`src/pin_state_params.svh`:
```
// Summary of operation
// - Hold bit one: standby pins float, input blocked
// - Hold bit zero: standby pins keep previous drive
// - Blocked input gate hides pad level internally
// - Enabled external interrupt passes despite blocking
// - Comparator analog input still raises its interrupt
// - Touch signal still raises enabled touch interrupt
// - Touch direct output only if hold zero, enabled
// - Beep output only if hold zero, enabled
// - Comparator output only if hold zero, enabled
// - Running touch controller drives sensing clock on pins
// - Pull-up setting stays active while floating
// - Reset: digital pins float, input gate enabled
// - Reset: analog or touch pins float, gate blocked
// - Reset pin stays reset input in every mode
// - Hold bit one floats pad despite direction
// - Blocked input reads as low internally
`ifndef PIN_STATE_PARAMS_SVH
`define PIN_STATE_PARAMS_SVH

`define ADDR_STBY_CTRL   4'h0
`define ADDR_DIRECTION   4'h1
`define ADDR_OUT_LATCH   4'h2
`define ADDR_PULL_UP     4'h3
`define ADDR_FUNC_CTRL   4'h4
`define ADDR_XINT_EN     4'h5
`define ADDR_PORT_IN     4'h6
`define ADDR_IRQ_STATUS  4'h7
`define ADDR_IRQ_CLEAR   4'h8
`define ADDR_IRQ_ENABLE  4'h9

`define BIT_PIN_HOLD     0

`define FN_TOUCH_DOUT    0
`define FN_BEEP_OUT      1
`define FN_CMP_OUT       2
`define FN_TSC_RUN       3
`define FN_CMP_IRQ_EN    4
`define FN_TOUCH_IRQ_EN  5
`define FN_RESET_PIN     6

`define PIN_TOUCH_DOUT   0
`define PIN_CMP_OUT      2

`define MASK_ANALOG      8'hCF
`define MASK_XINT        8'h32
`define MASK_TOUCH       8'hC0

`define IRQ_XINT         0
`define IRQ_CMP          1
`define IRQ_TOUCH        2

`define RST_FUNC_CTRL    8'h40
`define RST_ZERO8        8'h00
`define ALL_ONES8        8'hFF

`endif

```
`src/pin_state_pkg.sv`:
```
package pin_state_pkg;

    typedef enum logic [1:0]
    {
        MODE_RUN   = 2'b00,
        MODE_SLEEP = 2'b01,
        MODE_STOP  = 2'b10,
        MODE_WATCH = 2'b11
    } power_mode_t;

    typedef enum logic [1:0]
    {
        PH_ACTIVE = 2'b00,
        PH_HOLD   = 2'b01,
        PH_FLOAT  = 2'b10
    } pad_phase_t;

    typedef struct packed
    {
        logic       pin_hold;
        logic [7:0] direction;
        logic [7:0] out_latch;
        logic [7:0] pull_up;
        logic [7:0] func_ctrl;
        logic [7:0] xint_en;
        pad_phase_t phase;
        logic [7:0] held_out;
        logic [7:0] held_drv;
        logic [7:0] pad_out;
        logic [7:0] pad_oe_n;
        logic [7:0] pad_ie;
        logic [7:0] pad_pu;
        logic [7:0] port_in;
        logic [7:0] xint_path;
        logic       cmp_d;
        logic       touch_d;
        logic       ext_rst_req;
        logic [7:0] rdata;
    } core_state_t;

    typedef struct packed
    {
        logic [7:0] status;
        logic [7:0] enable;
        logic       irq;
    } irq_state_t;

endpackage : pin_state_pkg

```
`src/irq_if.sv`:
```
`timescale 1ns/1ps
`default_nettype none

interface irq_if;
    logic [7:0] events;
    logic       clear_wr;
    logic       enable_wr;
    logic [7:0] wdata;
    logic [7:0] status;
    logic [7:0] enable;
    logic       irq;

    modport unit
    (
        input  events,
        input  clear_wr,
        input  enable_wr,
        input  wdata,
        output status,
        output enable,
        output irq
    );

    modport core
    (
        output events,
        output clear_wr,
        output enable_wr,
        output wdata,
        input  status,
        input  enable,
        input  irq
    );
endinterface : irq_if

`default_nettype wire

```
`src/pin_state_ctrl.sv`:
```
`timescale 1ns/1ps
`default_nettype none
`include "pin_state_params.svh"

module pin_state_ctrl
(
    input  wire logic       i_clk,
    input  wire logic       i_rst,
    input  wire logic       i_ce,
    input  wire logic [3:0] i_addr,
    input  wire logic [7:0] i_wdata,
    input  wire logic       i_wr,
    input  wire logic       i_rd,
    output logic      [7:0] o_rdata,
    input  wire logic [1:0] i_mode,
    input  wire logic [7:0] i_periph_oe,
    input  wire logic [7:0] i_periph_out,
    input  wire logic       i_touch_dout,
    input  wire logic       i_beep,
    input  wire logic       i_cmp_result,
    input  wire logic       i_sense_clk,
    input  wire logic       i_cmp_analog,
    input  wire logic       i_touch_det,
    input  wire logic       i_rst_pad_n,
    input  wire logic [7:0] i_pad_in,
    output logic      [7:0] o_pad_out,
    output logic      [7:0] o_pad_oe_n,
    output logic      [7:0] o_pad_ie,
    output logic      [7:0] o_pad_pu,
    output logic      [7:0] o_port_in,
    output logic      [7:0] o_xint_in,
    output logic            o_ext_rst_req,
    output logic            o_irq
);

    ////////////////////////////////////////////////////////////////////////

    function automatic logic is_standby(input logic [1:0] mode);
        is_standby = (mode == pin_state_pkg::MODE_STOP) ||
                     (mode == pin_state_pkg::MODE_WATCH);
    endfunction : is_standby

    function automatic logic rising(input logic now, input logic was);
        rising = now & ~was;
    endfunction : rising

    function automatic logic addr_hit(input logic       strobe,
                                      input logic [3:0] addr,
                                      input logic [3:0] target);
        addr_hit = strobe && (addr == target);
    endfunction : addr_hit

    ////////////////////////////////////////////////////////////////////////

    pin_state_pkg::core_state_t state_reg;
    pin_state_pkg::core_state_t state_next;

    logic [7:0] pad_sync;
    logic [2:0] misc_sync;
    logic       cmp_sync;
    logic       touch_sync;
    logic       rst_pad_low_sync;
    logic [7:0] normal_drv;
    logic [7:0] normal_out;
    logic [7:0] drv;
    logic [7:0] out;
    logic [7:0] ie;
    logic [7:0] events;
    logic       standby;

    irq_if irq_bus();

    sync2 #(.WIDTH(8)) pad_sync_u
    (
        .i_clk   (i_clk),
        .i_rst   (i_rst),
        .i_ce    (i_ce),
        .i_async (i_pad_in),
        .o_sync  (pad_sync)
    );

    // The reset pad is inverted ahead of its synchroniser, so that cleared
    // flops mean no request and no false request follows a reset.
    sync2 #(.WIDTH(3)) misc_sync_u
    (
        .i_clk   (i_clk),
        .i_rst   (i_rst),
        .i_ce    (i_ce),
        .i_async ({~i_rst_pad_n, i_touch_det, i_cmp_analog}),
        .o_sync  (misc_sync)
    );

    assign cmp_sync         = misc_sync[0];
    assign touch_sync       = misc_sync[1];
    assign rst_pad_low_sync = misc_sync[2];

    irq_unit irq_u
    (
        .i_clk (i_clk),
        .i_rst (i_rst),
        .i_ce  (i_ce),
        .bus   (irq_bus.unit)
    );

    ////////////////////////////////////////////////////////////////////////

    assign standby    = is_standby(i_mode);
    assign normal_drv = i_periph_oe | state_reg.direction;
    assign normal_out = (i_periph_oe & i_periph_out) |
                        (~i_periph_oe & state_reg.out_latch);

    // Pad drive, value and input gate for the present phase.
    always_comb
    begin
        drv = '0;
        out = '0;
        ie  = '0;
        case (state_reg.phase)
            pin_state_pkg::PH_ACTIVE:
            begin
                drv = normal_drv;
                out = normal_out;
                ie  = `ALL_ONES8;
            end
            pin_state_pkg::PH_HOLD:
            begin
                drv = state_reg.held_drv;
                out = state_reg.held_out;
                if (state_reg.func_ctrl[`FN_BEEP_OUT])
                begin
                    drv[`PIN_TOUCH_DOUT] = 1'b1;
                    out[`PIN_TOUCH_DOUT] = i_beep;
                end
                else if (state_reg.func_ctrl[`FN_TOUCH_DOUT])
                begin
                    drv[`PIN_TOUCH_DOUT] = 1'b1;
                    out[`PIN_TOUCH_DOUT] = i_touch_dout;
                end
                if (state_reg.func_ctrl[`FN_CMP_OUT])
                begin
                    drv[`PIN_CMP_OUT] = 1'b1;
                    out[`PIN_CMP_OUT] = i_cmp_result;
                end
                ie = '0;
            end
            pin_state_pkg::PH_FLOAT:
            begin
                drv = '0;
                out = '0;
                ie  = '0;
            end
            default:
            begin
                drv = '0;
                out = '0;
                ie  = '0;
            end
        endcase
        if ((state_reg.phase != pin_state_pkg::PH_ACTIVE) &&
            state_reg.func_ctrl[`FN_TSC_RUN])
        begin
            drv = drv | `MASK_TOUCH;
            out = (out & ~`MASK_TOUCH) |
                  ({8{i_sense_clk}} & `MASK_TOUCH);
        end
    end

    ////////////////////////////////////////////////////////////////////////

    always_comb
    begin
        state_next = state_reg;
        events     = '0;

        // Entry into stop or watch samples the hold bit and the drive.
        if (!standby)
        begin
            state_next.phase = pin_state_pkg::PH_ACTIVE;
        end
        else if (state_reg.phase == pin_state_pkg::PH_ACTIVE)
        begin
            state_next.held_out = normal_out;
            state_next.held_drv = normal_drv;
            if (state_reg.pin_hold)
            begin
                state_next.phase = pin_state_pkg::PH_FLOAT;
            end
            else
            begin
                state_next.phase = pin_state_pkg::PH_HOLD;
            end
        end

        // Pads are registered, so they follow the phase one edge later.
        state_next.pad_out  = out;
        state_next.pad_oe_n = ~drv;
        state_next.pad_ie   = ie;
        // Pull-up drops only while the pad itself drives low.
        state_next.pad_pu   = state_reg.pull_up & ~(drv & ~out);

        state_next.port_in   = pad_sync & state_reg.pad_ie;
        state_next.xint_path = pad_sync & `MASK_XINT &
                               state_reg.xint_en;
        state_next.cmp_d     = cmp_sync;
        state_next.touch_d   = touch_sync;
        state_next.ext_rst_req = state_reg.func_ctrl[`FN_RESET_PIN] &
                                 rst_pad_low_sync;

        // Either edge of an enabled external interrupt path is an event.
        events[`IRQ_XINT]  = |(state_reg.xint_path &
                               ~state_next.xint_path);
        events[`IRQ_XINT]  = events[`IRQ_XINT] |
                             (|(state_next.xint_path &
                                ~state_reg.xint_path));
        events[`IRQ_CMP]   = rising(cmp_sync, state_reg.cmp_d) &
                             state_reg.func_ctrl[`FN_CMP_IRQ_EN];
        events[`IRQ_TOUCH] = rising(touch_sync, state_reg.touch_d) &
                             state_reg.func_ctrl[`FN_TOUCH_IRQ_EN];

        // Read-only and unmapped addresses take no write here.
        if (i_wr)
        begin
            case (i_addr)
                `ADDR_STBY_CTRL:
                begin
                    state_next.pin_hold = i_wdata[`BIT_PIN_HOLD];
                end
                `ADDR_DIRECTION:
                begin
                    state_next.direction = i_wdata;
                end
                `ADDR_OUT_LATCH:
                begin
                    state_next.out_latch = i_wdata;
                end
                `ADDR_PULL_UP:
                begin
                    state_next.pull_up = i_wdata;
                end
                `ADDR_FUNC_CTRL:
                begin
                    state_next.func_ctrl = i_wdata;
                end
                `ADDR_XINT_EN:
                begin
                    state_next.xint_en = i_wdata;
                end
                default:
                begin
                    state_next.xint_en = state_reg.xint_en;
                end
            endcase
        end

        // Read data stand for one cycle and are zero otherwise.
        state_next.rdata = '0;
        if (i_rd)
        begin
            case (i_addr)
                `ADDR_STBY_CTRL:
                begin
                    state_next.rdata = {7'h00, state_reg.pin_hold};
                end
                `ADDR_DIRECTION:
                begin
                    state_next.rdata = state_reg.direction;
                end
                `ADDR_OUT_LATCH:
                begin
                    state_next.rdata = state_reg.out_latch;
                end
                `ADDR_PULL_UP:
                begin
                    state_next.rdata = state_reg.pull_up;
                end
                `ADDR_FUNC_CTRL:
                begin
                    state_next.rdata = state_reg.func_ctrl;
                end
                `ADDR_XINT_EN:
                begin
                    state_next.rdata = state_reg.xint_en;
                end
                `ADDR_PORT_IN:
                begin
                    state_next.rdata = state_reg.port_in;
                end
                `ADDR_IRQ_STATUS:
                begin
                    state_next.rdata = irq_bus.status;
                end
                `ADDR_IRQ_ENABLE:
                begin
                    state_next.rdata = irq_bus.enable;
                end
                default:
                begin
                    state_next.rdata = '0;
                end
            endcase
        end
    end

    // Clear and enable writes reach the status unit as one-cycle strobes.
    assign irq_bus.events    = events;
    assign irq_bus.clear_wr  = addr_hit(i_wr, i_addr, `ADDR_IRQ_CLEAR);
    assign irq_bus.enable_wr = addr_hit(i_wr, i_addr, `ADDR_IRQ_ENABLE);
    assign irq_bus.wdata     = i_wdata;

    ////////////////////////////////////////////////////////////////////////

    // Reset floats every pad; only analog and touch pads block input.
    always_ff @(posedge i_clk or posedge i_rst)
    begin
        if (i_rst)
        begin
            state_reg           <= '0;
            state_reg.func_ctrl <= `RST_FUNC_CTRL;
            state_reg.pad_oe_n  <= `ALL_ONES8;
            state_reg.pad_ie    <= ~`MASK_ANALOG;
            state_reg.phase     <= pin_state_pkg::PH_ACTIVE;
        end
        else if (i_ce)
        begin
            state_reg <= state_next;
        end
    end

    ////////////////////////////////////////////////////////////////////////

    assign o_rdata       = state_reg.rdata;
    assign o_pad_out     = state_reg.pad_out;
    assign o_pad_oe_n    = state_reg.pad_oe_n;
    assign o_pad_ie      = state_reg.pad_ie;
    assign o_pad_pu      = state_reg.pad_pu;
    assign o_port_in     = state_reg.port_in;
    assign o_xint_in     = state_reg.xint_path;
    assign o_ext_rst_req = state_reg.ext_rst_req;
    assign o_irq         = irq_bus.irq;

endmodule : pin_state_ctrl

`default_nettype wire

```
`src/sync2.sv`:
```
`timescale 1ns/1ps
`default_nettype none

module sync2
#(
    parameter int WIDTH = 8
)
(
    input  wire logic             i_clk,
    input  wire logic             i_rst,
    input  wire logic             i_ce,
    input  wire logic [WIDTH-1:0] i_async,
    output logic      [WIDTH-1:0] o_sync
);

    logic [WIDTH-1:0] meta_reg;
    logic [WIDTH-1:0] sync_reg;

    always_ff @(posedge i_clk or posedge i_rst)
    begin
        if (i_rst)
        begin
            meta_reg <= '0;
            sync_reg <= '0;
        end
        else if (i_ce)
        begin
            meta_reg <= i_async;
            sync_reg <= meta_reg;
        end
    end

    assign o_sync = sync_reg;

endmodule : sync2

`default_nettype wire

```
`src/irq_unit.sv`:
```
`timescale 1ns/1ps
`default_nettype none
`include "pin_state_params.svh"

module irq_unit
(
    input  wire logic i_clk,
    input  wire logic i_rst,
    input  wire logic i_ce,
    irq_if.unit       bus
);

    pin_state_pkg::irq_state_t state_reg;
    pin_state_pkg::irq_state_t state_next;

    // A new event in the same cycle as its clear keeps the bit set.
    always_comb
    begin
        state_next = state_reg;
        if (bus.clear_wr)
        begin
            state_next.status = state_reg.status & ~bus.wdata;
        end
        state_next.status = state_next.status | bus.events;
        if (bus.enable_wr)
        begin
            state_next.enable = bus.wdata;
        end
        state_next.irq = |(state_next.status & state_next.enable);
    end

    always_ff @(posedge i_clk or posedge i_rst)
    begin
        if (i_rst)
        begin
            state_reg <= '0;
        end
        else if (i_ce)
        begin
            state_reg <= state_next;
        end
    end

    assign bus.status = state_reg.status;
    assign bus.enable = state_reg.enable;
    assign bus.irq    = state_reg.irq;

endmodule : irq_unit

`default_nettype wire

```
`config.mk`:
```
export PLATFORM = sky130hd
export DESIGN_NAME = pin_state_ctrl
export DESIGN_NICKNAME = d
export VERILOG_FILES = /design/src/pin_state_pkg.sv /design/src/irq_if.sv /design/src/pin_state_ctrl.sv /design/src/sync2.sv /design/src/irq_unit.sv
export VERILOG_INCLUDE_DIRS = /design/src /design/src/src
export SDC_FILE = /design/constraint.sdc
export NUM_CORES = 1
export LEC_CHECK = 0
export ABC_AREA = 1
export BUFFER_PORTS_ARGS = -buffer_cell sky130_fd_sc_hd__clkbuf_2
export CAP_MARGIN = 40
export CORE_UTILIZATION = 35
export CTS_CLUSTER_DIAMETER = 100
export DETAILED_ROUTE_END_ITERATION = 6
export GPL_TIMING_DRIVEN = 1
export MAX_ROUTING_LAYER = met4
export PLACE_DENSITY = 0.57
export SETUP_SLACK_MARGIN = 0.02
export SKIP_CTS_REPAIR_TIMING = 1
export SKIP_LAST_GASP = 1
export SLEW_MARGIN = 10
export SYNTH_ARGS = -nofsm -noshare
export SYNTH_HDL_FRONTEND = slang
export SYNTH_HIERARCHICAL = 1
export SYNTH_SLANG_ARGS = --single-unit
export TNS_END_PERCENT = 1
```
`constraint.sdc`:
```
create_clock -name i_clk -period 4.2 [get_ports i_clk]
set_input_delay 0.84 -clock i_clk [delete_from_list [all_inputs] [get_ports i_clk]]
set_output_delay 0.84 -clock i_clk [all_outputs]
set_load 0.05 [all_outputs]
```
=== After elaboration in Yosys (flattened, before gate mapping) ===
Index checks and enable logic that the tools add are counted.

* Logic and storage cells: 105
* Register bits after elaboration: 157
* Output and inout bits: 58
* Input port bits: 50

* Reduce and logical (&&, ||, !) cells: 18
* Equal/unequal tests: 13
* Multiplexer cells: 18
* Bitwise operators: 30

{| class="wikitable"
|+ Operators by type and width
! kind !! count
|-
| 8-bit bitwise AND || 9
|-
| 8-bit case mux with 9 select lines || 1
|-
| 8-bit NOT || 7
|-
| 8-bit two-way mux || 6
|-
| 8-bit case mux with 2 select lines || 2
|-
| 8-bit OR reduction || 3
|-
| 3-bit AND reduction || 7
|-
| 18-bit two-way mux || 1
|-
| 4-bit by 3-bit equality test with 1-bit output, second input constant || 4
|-
| 8-bit bitwise OR || 2
|-
| 6-bit by 8-bit bitwise AND with 8-bit output || 1
|-
| 4-bit by 2-bit equality test with 1-bit output, second input constant || 2
|-
| 4-bit equality test, second input constant || 2
|-
| 6-bit by 8-bit bitwise OR with 8-bit output || 1
|-
| 8-bit by 3-bit bitwise OR with 8-bit output || 1
|-
| 1-bit two-way mux || 6
|-
| 1-bit bitwise AND || 5
|-
| 2-bit equality test, second input constant || 2
|-
| 4-bit by 1-bit equality test with 1-bit output, second input constant || 1
|-
| 4-bit logical NOT || 1
|-
| 2-bit two-way mux || 2
|-
| 1-bit logical AND || 3
|-
| 1-bit NOT || 3
|-
| 2-bit by 1-bit equality test with 1-bit output, second input constant || 1
|-
| 6 further kinds || 6
|}

=== Depth between registers and ports, before layout ===
Gate-level depths: netlist of run 1.

* Word-level depth: 10
* Mapped depth: 11
* Gate-level depth less buffers: 11

=== Modules after synthesis ===
The synthesis of run 1 kept the hierarchy.

{| class="wikitable"
|+ By module, submodules not included
! module !! area an instance (µm²) !! cells each !! instances
|-
| pin_state_ctrl || 5,733.0 || 723 || 1
|-
| irq_unit || 904.6 || 127 || 1
|-
| sync2 at pad_sync_u || 675.6 || 69 || 1
|-
| sync2 at misc_sync_u || 225.2 || 26 || 1
|}

=== Least setup slack after synthesis of run 1 ===
OpenSTA, ideal clock, no wires.

* Path kind: input port to flip-flop
* Start point: input port i_addr[3]
* End point: register irq_u.state_reg (netlist bit irq_u/bus.irq)
* Stages: 10
* Arrival time: 1,887 ps
* Slack: 2,191 ps
* Library setup time: 122 ps
* Buffers on the path: 1
* Path through: inv_2 nor2_4 nand2_2 nor2_1 buf_6 o21ai_1 nand2_1 nand2_1 nor2_1 a21oi_2

{| class="wikitable"
|+ RTL lines
! what !! RTL line !! text
|-
| start, declared || pin_state_ctrl.sv:10 || <nowiki>input wire logic [3:0] i_addr,</nowiki>
|-
| 4-bit equality test || pin_state_ctrl.sv:50 || <nowiki>addr_hit = strobe && (addr == target);</nowiki>
|-
| 1-bit logical AND || pin_state_ctrl.sv:50 ||
|-
| named net irq_bus.enable_wr || irq_if.sv:7 || <nowiki>logic enable_wr;</nowiki>
|-
| 8-bit two-way mux || irq_unit.sv:25 || <nowiki>if (bus.enable_wr)</nowiki>
|-
| 8-bit bitwise AND || irq_unit.sv:29 || <nowiki>state_next.irq = |(state_next.status & state_next.enable);</nowiki>
|-
| 8-bit OR reduction || irq_unit.sv:29 ||
|-
| end signal, assigned || irq_unit.sv:40 || <nowiki>state_reg <= state_next;</nowiki>
|-
| end, declared || irq_unit.sv:13 || <nowiki>pin_state_pkg::irq_state_t state_reg;</nowiki>
|}

The timed path passes the listed nets, and every way through them passes these cells.
A chain may end at the register's enable or synchronous reset.

==> impl_metrics.json, run 1 <==
{
  "status": "complete, no violations",
  "clk-insertion-delay-late_ns": 0.42,
  "overflow": 0,
  "setup_viol": 0,
  "fin_worst_skew_ns": 0.00847,
  "maxCapViolations": 0,
  "hp-class": "in2async",
  "clock-sinks": 146,
  "power.density_nw_per_um2": 526,
  "start_util": 0.357,
  "relSlewSlack": 0.484,
  "wire_per_inst_um": 15.1,
  "multi_input_area_um2": 3000,
  "wirelength_um": 19300,
  "grt_max_degree": 66,
  "gp_congestion": 0.867,
  "drv_slew": 0,
  "cts_tree": "built",
  "cts_made_buffers": 17,
  "rsz0062_at_grt": "false",
  "slowest_delay_ns": 0.58,
  "tightest_slew_ns": 0.774,
  "seq_area_frac_synth": 0.486,
  "ys_types": 35,
  "path_delay_family": "flip-flops",
  "ys_seq_elements": 146,
  "dr.pass1.iters": 5,
  "root_buffer": "clkbuf_16",
  "core_area_um2": 21100,
  "seqCellArea_um2": 3670,
  "min_period_ns": 2.19,
  "clock_path_buffers": 2,
  "ant_nets": 0,
  "fin_cells": 1283,
  "grt_pass1_vias": 5651,
  "avgViaCountPerCell": 4.67,
  "finalCritPeriodShare": 0.523,
  "slowest_stage": "dfrtp_1",
  "port-buffer-count": 101,
  "largest_reg_flops": 61,
  "p_leak_uw": 0.00438,
  "row_count": 53,
  "die_w_um": 149,
  "die_h_um": 149,
  "tns_ns": 0,
  "grt_pass1_wl_um": 30500,
  "synthCells": 945,
  "p_total_uw": 4440,
  "yosys_warnings": 6,
  "hold_violations": 0,
  "drc": 0,
  "h-tree-depth": 4,
  "fin_nets": 1045,
  "yosys.area.top_type": "dfrtp_1",
  "place_inst": 1251,
  "grtUsageTotal": 0.190,
  "layout-drive-gt1-share": 0.213,
  "worstSetupPathType": "reg2out",
  "first_iter_violations": 324,
  "irDropWorstVdd_uv": 281,
  "vias": 5990,
  "fillers": 2241,
  "synth_area_leaders": "dfrtp_1 (45%), nand2_1 (18%), buf_4 (6.0%), nand3_1 (4.1%), o21ai_0 (4.1%)",
  "insertedDiodeCount": 0,
  "cp-start-kind": "flop",
  "path_cells": "clkbuf_2",
  "fmax_mhz": 456,
  "utilization": 0.400,
  "cp_max_fo": 13,
  "crit_buf_inv": 1,
  "synthesis.area_um2": 7540,
  "cp.arrival_ns": 1.35,
  "dieArea_um2": 22100,
  "end_kind": "output port",
  "syn_avg_cell_area_um2": 7.98,
  "crit_required_ns": 3.36,
  "path_clk_slew_ns": 0.07,
  "hpwl_um": 14200,
  "synth_top_cell_area_share": 0.451,
  "pin_count": 108,
  "antenna_found_initial": 0,
  "layout-area-overhead-vs-synth_pct": 12.0
}
cells in the final DEF (no fill, tap or decap), types with 7 or more instances in the layout:
master     synthesis  layout
clkbuf_2           0     100
o21ai_2           16      16
nand3_1           62      62
dfstp_2           10      10
dfrtp_1          136     136
inv_2              6       7
conb_1             1      10
nand2_2           23      23
nor2_1            51      51
a31oi_1            8       8
o211ai_1           7       7
buf_4             60       9
o21ai_0           62      62
inv_1             61      59
clkbuf_16          0      17
o21ai_1           26      26
nand2_1          358     358
per-stage QoR:
step	setup slack, ns	instance area [um^2]	hold slack (ns)
3_5_place_dp	1.63	7850	0.458
6_report	2.01	8440	0.383
5_1_grt	1.85	8440	0.405
2_1_floorplan	0.559	7570	0.442
3_3_place_gp	1.63	7850	0.455
4_1_cts	1.98	8440	0.384
routing by layer:
metal | track usage | share of wire | vias to the layer above
li1 | - | - | 3050
met1 | 0.252 | 0.48 | 2775
met2 | 0.286 | 0.45 | 140
met3 | 0.0364 | 0.036 | 25
met4 | 0.0755 | 0.027 | 0
met5 | - | 0 | -
cell usage after synthesis:
| master | count |
|---|---|
| clkbuf_1 | 11 |
| inv_1 | 61 |
| o21ai_2 | 16 |
| conb_1 | 1 |
| a21oi_2 | 1 |
| buf_1 | 1 |
| buf_4 | 60 |
| a21oi_4 | 1 |
| nor2_2 | 3 |
| a21oi_1 | 5 |
| o221ai_1 | 1 |
| a31oi_1 | 8 |
| nor2_1 | 51 |
| dfrtp_1 | 136 |
| nand2_1 | 358 |
| o22ai_1 | 2 |
| dfstp_2 | 10 |
| o21ai_0 | 62 |
| nand3_1 | 62 |
| buf_12 | 1 |
| nor4_1 | 1 |
| buf_2 | 7 |
| nor2_4 | 5 |
| nand2_4 | 2 |
| inv_8 | 1 |
| o211ai_1 | 7 |
| o21ai_1 | 26 |
| nand4_1 | 1 |
| nand3_4 | 3 |
| inv_2 | 6 |
| buf_8 | 1 |
| nor2_8 | 2 |
| buf_6 | 7 |
| nand2_2 | 23 |
| o21a_1 | 2 |
path summary, 6_finish.rpt:
check / cells past startpoint / slack (ns) / startpoint / end
worst max-delay path: 1 / 2.01 / o_pad_ie[6]$_DFFE_PP0P_ / o_pad_ie[7]
max in group asynchronous: 3 / 2.74 / i_rst / o_pad_ie[5]$_DFFE_PP1P_
worst min-delay path: 2 / 0.38 / i_rst / misc_sync_u/meta_reg[1]$_DFFE_PP0P_
worst min register to register: 2 / 0.47 / o_pad_oe_n[3]$_DFFE_PP1P_ / o_pad_oe_n[3]$_DFFE_PP1P_
min in group i_clk: 2 / 0.47 / o_pad_oe_n[3]$_DFFE_PP1P_ / o_pad_oe_n[3]$_DFFE_PP1P_
worst max register to register: 7 / 2.30 / state_reg[76]$_DFFE_PP0P_ / o_pad_pu[5]$_DFFE_PP0P_
worst register-to-register path, cell delays in order (launching register included):
cell and delay, ns:
dfrtp_1 0.40, nor2_1 0.30, buf_4 0.23, inv_1 0.14, o211ai_1 0.34, o21ai_0 0.21
nand2_1 0.11, nand2_1 0.05
kinds of logic after synthesis:
group                  count (synthesis)  synth area share
and+or+nand+nor                      511             0.291
DFF                                  146             0.486
other                                  1          0.000497
AOI/OAI and AO/OA                    131             0.102
buffers and inverters                156             0.120
power breakdown:
| part | total (uW) | switching, uW | internal (uW) |
|---|---|---|---|
| registers | 1850 | 178 | 1670 |
| logic | 1070 | 792 | 274 |
| clock network | 1520 | 624 | 900 |
| total | 4440 | 1590 | 2840 |
final cells by class:
type / instances / share of cell area
clock buffers: 19 / 0.0525
clock inverters: 13 / 0.0178
inverters: 68 / 0.0314
multi-input cells: 652 / 0.355
flip-flops and latches: 146 / 0.434
well taps: 275 / 0.0408
repair buffers: 110 / 0.0679
Note: power is estimated with default switching activity, not from simulation.
==> inputs of run 2 (changes only) <==
--- a/config.mk
+++ b/config.mk
@@ -6,7 +6,7 @@
 export SDC_FILE = /design/constraint.sdc
 export NUM_CORES = 1
 export LEC_CHECK = 0
-export ABC_AREA = 1
+export ABC_AREA = 0
 export BUFFER_PORTS_ARGS = -buffer_cell sky130_fd_sc_hd__clkbuf_2
 export CAP_MARGIN = 40
 export CORE_UTILIZATION = 35
==> constraint.sdc (replaced) <==
create_clock -name i_clk -period 2.1 [get_ports i_clk]
set_input_delay 0.42 -clock i_clk [delete_from_list [all_inputs] [get_ports i_clk]]
set_output_delay 0.42 -clock i_clk [all_outputs]
set_load 0.05 [all_outputs]
==> run 2 against run 1 <==
The flow now finishes with violations (hold timing). Total power is 110% higher. Global-route usage fell by 0.70 points. Final cell count shrank 23%. Synthesized cell count down 32%. Critical path depth up 3. First-iteration DRC count rose by 8.0%. Combinational power rose by 130%. Die area decreased by 2.6%. Via count is 16% lower. Setup slack lost 1.7 ns. Sequential share of layout area is 0.14 points higher. Clock-buffer cell count is 1 higher. Critical path type is now reg2reg. Largest power group unchanged.
==> impl_metrics.json, run 2 <==
{
  "start_util": 0.360,
  "ys_types": 62,
  "h-tree-depth": 4,
  "seqCellArea_um2": 3670,
  "synth_top_family_by_area": "multiplexers",
  "gp_congestion": 0.834,
  "final_cell_mix": "dfrtp_1 (136), clkbuf_2 (100), mux2_2 (59), nor2_1 (41), a21oi_1 (38)",
  "port-buffer-count": 101,
  "p_leak_uw": 0.00386,
  "insertedDiodeCount": 0,
  "worstSetupPathType": "reg2reg",
  "dr.pass1.iters": 4,
  "core_area_um2": 20400,
  "status": "finished, violations left",
  "root_buffer": "clkbuf_16",
  "path_clk_slew_ns": 0.06,
  "irDropWorstVdd_uv": 418,
  "clk-insertion-delay-late_ns": 0.42,
  "ys_seq_elements": 146,
  "overflow": 0,
  "synth_fa_ha_area_frac": 0,
  "drc": 0,
  "avgViaCountPerCell": 5.08,
  "seq_area_frac_synth": 0.500,
  "synthesis.area_um2": 7340,
  "pwr-share-clk": 0.318,
  "synth_area_leaders": "dfrtp_1 (46%), mux2_2 (9.1%), buf_4 (5.9%), mux2i_1 (4.2%), dfstp_2 (3.6%)",
  "whs_ns": -0.0166,
  "die_h_um": 147,
  "power.density_nw_per_um2": 1110,
  "vias": 5047,
  "dpl_cell_area_um2": 7830,
  "relSlewSlack": 0.530,
  "fin_area_um2": 8410,
  "yosys.area.top_type": "dfrtp_1",
  "synth_compound_area_frac": 0.127,
  "synth_ff_type": "dfrtp_1",
  "grt_max_degree": 108,
  "fmax_mhz": 551,
  "largest_reg_flops": 61,
  "cp-start-kind": "flop",
  "clock_path_buffers": 2,
  "fillers": 1953,
  "switchingPower_uw": 3280,
  "pwr-share-comb": 0.262,
  "end_kind": "flop",
  "crit_required_ns": 2.45,
  "ant_nets": 0,
  "yosys.area_share.simple": 0.0919,
  "layout-area-overhead-vs-synth_pct": 14.7,
  "cp.arrival_ns": 2.17,
  "hpwl_um": 13500,
  "netlist_top_cells_count": "dfrtp_1 (136), mux2_2 (59), buf_4 (58)",
  "wire_per_inst_um": 18.4,
  "cts_made_buffers": 17,
  "wirelength_um": 18200,
  "setup_viol": 0,
  "pin_count": 108,
  "grt_pass1_wl_um": 29200,
  "grtUsageTotal": 0.183,
  "row_count": 52,
  "rsz0062_at_grt": "false",
  "synthCells": 642,
  "p_seq_frac": 0.420,
  "mostFrequentLayoutCell": "dfrtp_1",
  "cp_max_fo": 12,
  "first_iter_violations": 350,
  "fin_nets": 760,
  "cts_tree": "built",
  "synthXorXnorAreaFrac": 0.00358,
  "synth_edf_count": 0,
  "yosys_warnings": 6,
  "layout-drive-gt1-share": 0.357,
  "fin_worst_skew_ns": 0.00909,
  "hold_violations": 6,
  "finalCritPeriodShare": 0.864,
  "grt_pass1_vias": 5067,
  "synth_top_cell_area_share": 0.464,
  "clock-sinks": 146,
  "p_int_uw": 6100,
  "synth_most_common_cell": "dfrtp_1",
  "maxCapViolations": 0,
  "violations": "hold timing",
  "reg2reg_slack_ns": 0.29,
  "hp-class": "in2async",
  "multi_input_area_um2": 2990,
  "min_period_ns": 1.81,
  "muxShareOfSynthArea": 0.178,
  "syn_avg_cell_area_um2": 11.4,
  "tightest_slew_ns": 0.704,
  "antenna_found_initial": 0,
  "ys_async_sr_fraction": 1.00,
  "dieArea_um2": 21500,
  "p_sw_frac": 0.350,
  "drv_slew": 0,
  "die_w_um": 147
}
## run 2: layer usage
| layer | routed length [um] | vias up | global-route usage |
|---|---|---|---|
| li1 | - | 2371 | - |
| met1 | 8480 | 2521 | 0.246 |
| met2 | 8620 | 138 | 0.277 |
| met3 | 861 | 17 | 0.0345 |
| met4 | 279 | 0 | 0.0630 |
| met5 | 0 | - | - |
## run 2: worst paths after layout
kind / from / endpoint / cells after the start
max: state_reg[75]$_DFFE_PP0P_ / o_pad_pu[2]$_DFFE_PP0P_ / 4
min: i_rst / misc_sync_u/meta_reg[1]$_DFFE_PP0P_ / 2
max reg2reg: state_reg[75]$_DFFE_PP0P_ / o_pad_pu[2]$_DFFE_PP0P_ / 4
min reg2reg: o_pad_oe_n[1]$_DFFE_PP1P_ / o_pad_oe_n[1]$_DFFE_PP1P_ / 2
max in group asynchronous: i_rst / state_reg[92]$_DFFE_PP0P_ / 3
min in group i_clk: i_pad_in[0] / pad_sync_u/meta_reg[0]$_DFFE_PP0P_ / 2
## run 2: worst max-delay path, cell delays in order (launching register included)
cell,delay [ns]
dfrtp_1,0.52
or3b_2,0.68
o2bb2ai_1,0.26
o21bai_1,0.15
a22o_1,0.13
## run 2: power groups by stage
stage / Sequential, uW / Clock, uW / Combinational (uW)
floorplan: 3790 / 0 / 2220
global placement: 3940 / 0 / 2420
detailed placement: 3980 / 0 / 2470
CTS: 3930 / 3030 / 2480
global route: 4020 / 3160 / 2650
finish: 3930 / 2980 / 2460
## run 2: stage by stage
step / TNS [ns] / power, uW / setup WS, ns / util / instances
floorplan: -0.121 / 6020 / -0.121 / - / 656
global placement: -0.000691 / 6370 / -0.000691 / 0.385 / 961
detailed placement: 0 / 6450 / 0.0218 / 0.385 / 961
CTS: 0 / 9440 / 0.309 / 0.413 / 993
global route: 0 / 9830 / 0.188 / 0.413 / 993
finish: 0 / 9380 / 0.287 / 0.413 / 993
## run 2: logic make-up after synthesis
group,Yosys count
AO/OA/AOI/OAI,135
XOR/XNOR,3
buffers and inverters,117
flip-flops,146
multiplexers,110
other,1
AND/OR/NAND/NOR,130
## run 2: cell type report
| class | count | share of cell area |
|---|---|---|
| Sequential cell | 146 | 0.436 |
| Clock buffer | 20 | 0.0531 |
| Clock inverter | 12 | 0.0161 |
| Timing Repair Buffer | 127 | 0.0880 |
| Tap cell | 270 | 0.0401 |
| Inverter | 25 | 0.0116 |
| Multi-Input combinational cell | 393 | 0.355 |
